### config.mk
export PLATFORM = sky130hd
export DESIGN_NAME = sdram_training_and_termination
export DESIGN_NICKNAME = d
export VERILOG_FILES = /design/src/verilog/sdram_train_pkg.sv /design/src/verilog/sdram_training_and_termination.sv
export SDC_FILE = /design/constraint.sdc
export NUM_CORES = 1
export LEC_CHECK = 0
export ABC_CLOCK_PERIOD_IN_PS = 3730
export BUFFER_PORTS_ARGS = -buffer_cell sky130_fd_sc_hd__buf_2
export CAP_MARGIN = 20
export CORE_MARGIN = 8
export CORE_UTILIZATION = 50
export DETAILED_ROUTE_END_ITERATION = 10
export PLACE_DENSITY = 0.72
export SYNTH_ARGS = -nofsm -noshare
export SYNTH_HDL_FRONTEND = slang
export SYNTH_SLANG_ARGS = --single-unit
### constraint.sdc
create_clock -name clk -period 3.73 [get_ports clk]
set_clock_uncertainty 0.15 [all_clocks]
set_input_delay 0.1865 -clock clk [delete_from_list [all_inputs] [get_ports clk]]
set_output_delay 0.1865 -clock clk [all_outputs]
set_load 0.02 [all_outputs]
### src/verilog/sdram_train_pkg.sv
// constants and types for the training and termination block
package sdram_train_pkg;

   localparam int CA_W = 10;
   localparam int DQ_W = 32;
   localparam int BYTES = 4;
   localparam int PAIRS = 8;

   // mode register addresses and operands that steer this block
   localparam logic [7:0] ADDR_TRAIN_ENTRY = 8'h29;
   localparam logic [7:0] OP_TRAIN_ENTRY = 8'ha4;
   localparam logic [7:0] ADDR_TRAIN_EXIT = 8'h2a;
   localparam logic [7:0] OP_TRAIN_EXIT = 8'ha8;
   localparam logic [7:0] ADDR_TRAIN_REMAP = 8'h30;
   localparam logic [7:0] OP_TRAIN_REMAP = 8'hc0;
   localparam logic [7:0] ADDR_LEVELING = 8'h02;
   localparam logic [7:0] ADDR_TERM_CONFIG = 8'h0b;

   // field positions
   localparam int LEVEL_EN_BIT = 7;
   localparam int TERM_RES_LSB = 0;
   localparam int TERM_RES_MSB = 1;
   localparam int TERM_PD_BIT = 2;

   // values after reset
   localparam logic [7:0] TERM_CONFIG_RESET = 8'h00;
   localparam logic [1:0] TERM_RES_OFF = 2'h0;

   // timing, figures in ns, counts in cycles of clk (longest times round down)
   localparam int CLK_PERIOD_NS = 8;
   localparam int WLO_NS = 20;
   localparam int TERM_DISABLE_NS = 24;
   localparam int TERM_ENABLE_NS = 24;
   localparam int WLO_CYC = (WLO_NS / CLK_PERIOD_NS < 1) ? 1 : WLO_NS / CLK_PERIOD_NS;
   localparam int TERM_DISABLE_CYC = (TERM_DISABLE_NS / CLK_PERIOD_NS < 1) ? 1 : TERM_DISABLE_NS / CLK_PERIOD_NS;
   localparam int TERM_ENABLE_CYC = (TERM_ENABLE_NS / CLK_PERIOD_NS < 1) ? 1 : TERM_ENABLE_NS / CLK_PERIOD_NS;
   localparam int CNT_W = 4;

   // mode register write as handed over by the command decoder
   typedef struct packed {
      logic valid;
      logic [7:0] addr;
      logic [7:0] op;
   } mrw_cmd_t;

   // termination switches per pin group
   typedef struct packed {
      logic dq;
      logic dqs;
      logic dm;
   } term_enable_t;

   typedef enum logic [1:0] {
      TRAIN_OFF = 2'b00,
      TRAIN_FIRST = 2'b01,
      TRAIN_ALT = 2'b10
   } train_state_t;

endpackage : sdram_train_pkg

### src/verilog/sdram_training_and_termination.sv
// command/address training, write leveling and termination control of the memory device
`timescale 1ns/10ps
`default_nettype none

module sdram_training_and_termination (
   input wire logic clk,
   input wire logic resetn,
   input wire sdram_train_pkg::mrw_cmd_t mrw,
   input wire logic ck,
   input wire logic [sdram_train_pkg::CA_W-1:0] ca,
   input wire logic [sdram_train_pkg::BYTES-1:0] dqs_t,
   input wire logic termination_control,
   input wire logic read_active,
   input wire logic power_down,
   input wire logic self_refresh,
   output logic [sdram_train_pkg::DQ_W-1:0] dq_out,
   output logic [sdram_train_pkg::DQ_W-1:0] dq_oe,
   output sdram_train_pkg::term_enable_t term_enable,
   output logic [1:0] termination_resistance,
   output logic [7:0] termination_config,
   output sdram_train_pkg::train_state_t train_state,
   output logic leveling_active
);
   import sdram_train_pkg::*;

   // synchronisers for everything arriving from pins
   logic ck_s1;
   logic ck_s2;
   logic ck_s3;
   logic [CA_W-1:0] ca_s1;
   logic [CA_W-1:0] ca_s2;
   logic [BYTES-1:0] dqs_s1;
   logic [BYTES-1:0] dqs_s2;
   logic [BYTES-1:0] dqs_s3;
   logic term_pin_s1;
   logic term_pin_s2;

   logic [CA_W-1:0] ca_rise;
   logic [CA_W-1:0] ca_fall;
   logic ca_seen;
   logic [BYTES-1:0] lvl_sample;
   logic [BYTES-1:0] lvl_pending;
   logic [BYTES-1:0] lvl_fed;
   logic [BYTES-1:0] lvl_value;
   logic [CNT_W-1:0] lvl_cnt [BYTES];
   logic suppress;
   logic [CNT_W-1:0] sup_cnt;
   logic sup_target;
   logic ck_rise;
   logic ck_fall;
   logic [BYTES-1:0] dqs_rise;
   logic term_base;
   logic [DQ_W-1:0] next_dq;

   // true when a mode register write matches an address and operand
   function automatic logic mrw_hit(input mrw_cmd_t c, input logic [7:0] a, input logic [7:0] o);
      mrw_hit = c.valid && (c.addr == a) && (c.op == o);
   endfunction : mrw_hit

   // command/address index carried by pin pair p in the first mapping
   function automatic int first_map(input int p);
      first_map = (p < 4) ? p : p + 1;
   endfunction : first_map

   // true when a mode register write targets an address, whatever its operand
   function automatic logic mrw_to(input mrw_cmd_t c, input logic [7:0] a);
      mrw_to = c.valid && (c.addr == a);
   endfunction : mrw_to

   // ck and the strobes keep a third stage only to find their edges
   always_ff @(posedge clk) begin
      if (!resetn) begin
         ck_s1 <= 1'b0;
         ck_s2 <= 1'b0;
         ck_s3 <= 1'b0;
      end else begin
         ck_s1 <= ck;
         ck_s2 <= ck_s1;
         ck_s3 <= ck_s2;
      end
   end

   always_ff @(posedge clk) begin
      if (!resetn) begin
         ca_s1 <= '0;
         ca_s2 <= '0;
      end else begin
         ca_s1 <= ca;
         ca_s2 <= ca_s1;
      end
   end

   always_ff @(posedge clk) begin
      if (!resetn) begin
         dqs_s1 <= '0;
         dqs_s2 <= '0;
         dqs_s3 <= '0;
      end else begin
         dqs_s1 <= dqs_t;
         dqs_s2 <= dqs_s1;
         dqs_s3 <= dqs_s2;
      end
   end

   always_ff @(posedge clk) begin
      if (!resetn) begin
         term_pin_s1 <= 1'b0;
         term_pin_s2 <= 1'b0;
      end else begin
         term_pin_s1 <= termination_control;
         term_pin_s2 <= term_pin_s1;
      end
   end

   assign ck_rise = ck_s2 && !ck_s3;
   assign ck_fall = !ck_s2 && ck_s3;
   assign dqs_rise = dqs_s2 & ~dqs_s3;

   // training mode: entry, remap and exit decoded from mode register writes
   always_ff @(posedge clk) begin
      if (!resetn) begin
         train_state <= TRAIN_OFF;
      end else begin
         case (train_state)
            TRAIN_OFF: begin
               if (mrw_hit(mrw, ADDR_TRAIN_ENTRY, OP_TRAIN_ENTRY)) begin
                  train_state <= TRAIN_FIRST;
               end
            end
            TRAIN_FIRST: begin
               if (mrw_hit(mrw, ADDR_TRAIN_EXIT, OP_TRAIN_EXIT)) begin
                  train_state <= TRAIN_OFF;
               end else if (mrw_hit(mrw, ADDR_TRAIN_REMAP, OP_TRAIN_REMAP)) begin
                  train_state <= TRAIN_ALT;
               end
            end
            TRAIN_ALT: begin
               if (mrw_hit(mrw, ADDR_TRAIN_EXIT, OP_TRAIN_EXIT)) begin
                  train_state <= TRAIN_OFF;
               end
            end
            default: begin
               train_state <= TRAIN_OFF;
            end
         endcase
      end
   end

   // capture the command/address inputs on each clock edge while training
   always_ff @(posedge clk) begin
      if (!resetn) begin
         ca_rise <= '0;
      end else if (train_state != TRAIN_OFF && ck_rise) begin
         ca_rise <= ca_s2;
      end
   end

   always_ff @(posedge clk) begin
      if (!resetn) begin
         ca_fall <= '0;
      end else if (train_state != TRAIN_OFF && ck_fall) begin
         ca_fall <= ca_s2;
      end
   end

   // pins stay released until a falling ck edge has been captured while training
   always_ff @(posedge clk) begin
      if (!resetn) begin
         ca_seen <= 1'b0;
      end else if (train_state == TRAIN_OFF) begin
         ca_seen <= 1'b0;
      end else if (ck_fall) begin
         ca_seen <= 1'b1;
      end
   end

   // write leveling enable and termination configuration registers
   always_ff @(posedge clk) begin
      if (!resetn) begin
         leveling_active <= 1'b0;
      end else if (mrw_to(mrw, ADDR_LEVELING)) begin
         leveling_active <= mrw.op[LEVEL_EN_BIT];
      end
   end

   always_ff @(posedge clk) begin
      if (!resetn) begin
         termination_config <= TERM_CONFIG_RESET;
      end else if (mrw_to(mrw, ADDR_TERM_CONFIG)) begin
         termination_config <= mrw.op;
      end
   end

   always_ff @(posedge clk) begin
      if (!resetn) begin
         termination_resistance <= TERM_RES_OFF;
      end else begin
         termination_resistance <= termination_config[TERM_RES_MSB:TERM_RES_LSB];
      end
   end

   // per byte: strobe rise samples the clock level, feedback after the output delay
   always_ff @(posedge clk) begin
      if (!resetn) begin
         lvl_sample <= '0;
         lvl_pending <= '0;
         lvl_fed <= '0;
         lvl_value <= '0;
         for (int b = 0; b < BYTES; b++) begin
            lvl_cnt[b] <= '0;
         end
      end else if (!leveling_active) begin
         lvl_pending <= '0;
         lvl_fed <= '0;
      end else begin
         for (int b = 0; b < BYTES; b++) begin
            if (dqs_rise[b]) begin
               // ck_s2 and dqs_s2 come from one clk sample, so the level matches the strobe edge
               lvl_sample[b] <= ck_s2;
               lvl_pending[b] <= 1'b1;
               lvl_cnt[b] <= CNT_W'(WLO_CYC - 1);
            end else if (lvl_pending[b]) begin
               if (lvl_cnt[b] == '0) begin
                  lvl_value[b] <= lvl_sample[b];
                  lvl_fed[b] <= 1'b1;
                  lvl_pending[b] <= 1'b0;
               end else begin
                  lvl_cnt[b] <= lvl_cnt[b] - 1'b1;
               end
            end
         end
      end
   end

   // data pin contents for training or leveling
   always_comb begin
      next_dq = '0;
      if (train_state == TRAIN_FIRST) begin
         for (int p = 0; p < PAIRS; p++) begin
            next_dq[2*p] = ca_rise[first_map(p)];
            next_dq[2*p+1] = ca_fall[first_map(p)];
         end
      end else if (train_state == TRAIN_ALT) begin
         next_dq[0] = ca_rise[4];
         next_dq[1] = ca_fall[4];
         next_dq[8] = ca_rise[9];
         next_dq[9] = ca_fall[9];
      end else if (leveling_active) begin
         for (int b = 0; b < BYTES; b++) begin
            next_dq[8*b +: 8] = {8{lvl_value[b] & lvl_fed[b]}};
         end
      end
   end

   always_ff @(posedge clk) begin
      if (!resetn) begin
         dq_out <= '0;
      end else begin
         dq_out <= next_dq;
      end
   end

   // enables switch in the same cycle as the values that they release
   always_ff @(posedge clk) begin
      if (!resetn) begin
         dq_oe <= '0;
      end else begin
         if (train_state != TRAIN_OFF) begin
            dq_oe <= {DQ_W{ca_seen}};
         end else if (leveling_active) begin
            for (int b = 0; b < BYTES; b++) begin
               dq_oe[8*b +: 8] <= {8{lvl_fed[b]}};
            end
         end else begin
            dq_oe <= '0;
         end
      end
   end

   // power down without bit 2, or self refresh, gates termination after a window
   // each direction needs a full window of steady request, so a short blip changes nothing
   assign sup_target = self_refresh || (power_down && !termination_config[TERM_PD_BIT]);

   always_ff @(posedge clk) begin
      if (!resetn) begin
         suppress <= 1'b0;
         sup_cnt <= '0;
      end else if (sup_target == suppress) begin
         sup_cnt <= '0;
      end else if (sup_target && sup_cnt == CNT_W'(TERM_DISABLE_CYC - 1)) begin
         suppress <= 1'b1;
         sup_cnt <= '0;
      end else if (!sup_target && sup_cnt == CNT_W'(TERM_ENABLE_CYC - 1)) begin
         suppress <= 1'b0;
         sup_cnt <= '0;
      end else begin
         sup_cnt <= sup_cnt + 1'b1;
      end
   end

   // pin acts on termination unless disabled, reading, training or suppressed
   assign term_base = (termination_config[TERM_RES_MSB:TERM_RES_LSB] != 2'h0)
                      && term_pin_s2
                      && !read_active
                      && (train_state == TRAIN_OFF)
                      && !suppress;

   always_ff @(posedge clk) begin
      if (!resetn) begin
         term_enable <= '0;
      end else begin
         term_enable.dqs <= term_base;
         term_enable.dq <= term_base && !leveling_active;
         term_enable.dm <= term_base && !leveling_active;
      end
   end

endmodule : sdram_training_and_termination

`default_nettype wire
==> reports/results.txt <==
NumNets Final - 671
Max_slew headroom - 0.314
Share of cells above drive strength 1 - 0.251
Switching part of the total power - 0.202
Drt first pass iters - 4
Top cells by area, synth - dfxtp_1, edfxtp_1, mux2i_1
Final core utilization - 0.632
Final Max Tran Viols - 0
Fillers - 817
CTS Sinks - 132
Most common cell in the synthesized netlist - dfxtp_1
First-pass GRT wire length - 17.4 mm
Final hold viol count - 0
Flop pwr share - 0.462
CTS clk-pin slew, worst paths - 0.06 ns
GRT Total Usage - 0.165
Synth Flop Type - dfxtp_1
Total CTS buffers - 17
Critical path required time - 3.96 ns
MaxCap Viol Count - 0
Initial DRC count - 189
Setup violators final - 0
Startpoint types - flop
Peak supply drop - 0.359 mV
DP Wirelength - 7.54 mm
Async SR Flop Fraction - 0
Clock tree buffer depth - 2
CTS tree - yes
Post-synth cell types - 41
H-tree Lvls - 4
Vias in the first global route - 3,796
Comb pwr share - 0.040
RSZ-0062 raised after global routing - no
Synth Warn # - 0
Post-Syn Area per Cell - 9.94 um^2
Routed wire length - 10.9 mm
Die span in x - 117 um
GP Congestion - 0.791
Total power - 3.22 mW
Post-Syn Area - 0.00512 mm^2
Post-CTS Setup Repair Bufs - 0
Synth Net Count - 562
I/O pins - 118
Initial antenna violation count - 0
Final Cycle Share - 0.630
N_diodes - 0
F_max - 425 MHz
Endpoint class of the critical path - flop
Worst hold path type - in -> reg
TNS Setup - 0 ns
Drc violations - 0
Top cells by count, synth - dfxtp_1, nor2_1, buf_4, and2_1, mux2i_1
Clock power share - 0.499
Synth Register Bits - 132
Crit-path max FO - 11
Power Density - 502 mW/mm^2
Final ANT Viol Nets - 0
Wire length per cell - 14.1 um
Die area - 0.0137 mm^2
Slew at the pin closest to its max-slew limit - 1.02 ns
Core area - 0.0101 mm^2
Synthesized instance count - 515
Port bufs - 117
Starting Density - 0.505
Post-synth top area share - 0.454
Root Buffer Master - clkbuf_8
Height of the die - 117 um
Status - finished, final reports clean
Via count - 3,856
Register area share after synthesis - 0.548
Number of synthesized flops with an enable pin - 16
Clock period minus worst slack - 2.35 ns
P&R area growth vs syn - 25.2%
Crit path kind - reg -> reg
P_int - 2.57 mW
Crit path DAT - 2.58 ns
Row Count - 37
Sw Pwr - 0.651 mW
Grt ovf - 0
Detailed-route vias per instance - 4.99
Largest net degree at the start of global routing - 41
Leakage power - 2.81 nW
Top cell type by total area after synthesis - dfxtp_1
Skew-Pair Late Insertion Delay - 0.52 ns
power groups by stage:
stage	Clock, mW	Combinational (mW)	Sequential, mW
2_1_floorplan	0	0.0642	1.51
3_3_place_gp	0	0.0968	1.51
3_5_place_dp	0	0.102	1.52
4_1_cts	1.63	0.127	1.49
5_1_grt	1.70	0.142	1.49
6_report	1.61	0.128	1.49
final timing paths:
check	start	to	slack (ns)	cells past startpoint
setup / recovery	train_state[0]$_SDFFE_PN0P_	ca_fall[1]$_SDFFE_PN0P_	1.38	5
hold / removal	mrw[8]	train_state[0]$_SDFFE_PN0P_	0.04	5
setup reg to reg	train_state[0]$_SDFFE_PN0P_	ca_fall[1]$_SDFFE_PN0P_	1.38	5
hold reg to reg	ca_s1[3]$_SDFF_PN0_	ca_s2[3]$_SDFF_PN0_	0.28	1
routing by layer:
layer | vias up | wire (um) | global-route usage | part of all wire
met5 | - | 0 | 0 | 0
met1 | 1806 | 4360 | 0.177 | 0.40
met3 | 13 | 984 | 0.0616 | 0.091
met2 | 139 | 5320 | 0.280 | 0.49
li1 | 1898 | - | - | -
met4 | 0 | 201 | 0.0853 | 0.018
cell families after synthesis:
logic type                 Yosys count  share of synthesized area
and+or+nand+nor                    200                      0.197
DFF                                132                      0.548
buffers and inverters               81                     0.0929
AOI/OAI and AO/OA                   46                     0.0511
muxes                               36                     0.0704
xor gates and xnor gates            11                     0.0188
adders and majority gates            9                     0.0220
cell usage in the layout (no fill, tap or decap), drive strengths merged, types with 9 or more instances in the layout:
master         n
a21oi         34
and2          38
buf          120
clkbuf        23
dfxtp        116
dlygate4sd3   32
edfxtp        16
ha             9
inv           20
mux2i         36
nand2         32
nand3         11
nand4          9
nor2          67
nor3          11
xnor2          9
critical path, stage by stage (launching register included):
cell     delay, ns
dfxtp_1       0.37
inv_1         0.08
ha_1          0.37
nor3b_2       0.90
mux2i_1       0.29
nor2_1        0.05
what timing repair did:
item / in CTS / in global routing
resized for setup: 0 / 0
hold buffers: 32 / 0
hold endpoints to repair: 35 / 0
stage by stage:
stage / instance area (um^2) / hold slack, ns / std cells / worst slack (ns)
floorplan: 5120 / 0.115 / 515 / 1.73
global placement: 5500 / 0.217 / 709 / 1.54
detailed placement: 5500 / 0.224 / 709 / 1.43
CTS: 6410 / 0.00601 / 773 / 1.41
global route: 6410 / 0.0314 / 773 / 1.20
finish: 6410 / 0.0351 / 773 / 1.38
area by class of cell:
cell class | instances | area [um^2] | area share
tap | 136 | 170 | 0.0266
clock inverter | 9 | 98.8 | 0.0154
sequential | 132 | 2800 | 0.437
timing repair buffer | 152 | 928 | 0.145
clock buffer | 23 | 487 | 0.0760
multi-input combinational | 302 | 1850 | 0.289
inverter | 19 | 71.3 | 0.0111
flip-flops by register name, indices dropped and copies added (netlist names), 8 cells and up:
name,flops
ca_fall,10
ca_rise,10
ca_s1,10
ca_s2,10
dq_out,18
lvl_cnt,16
termination_config,8
No activity file was read; power rests on OpenSTA's default activity.
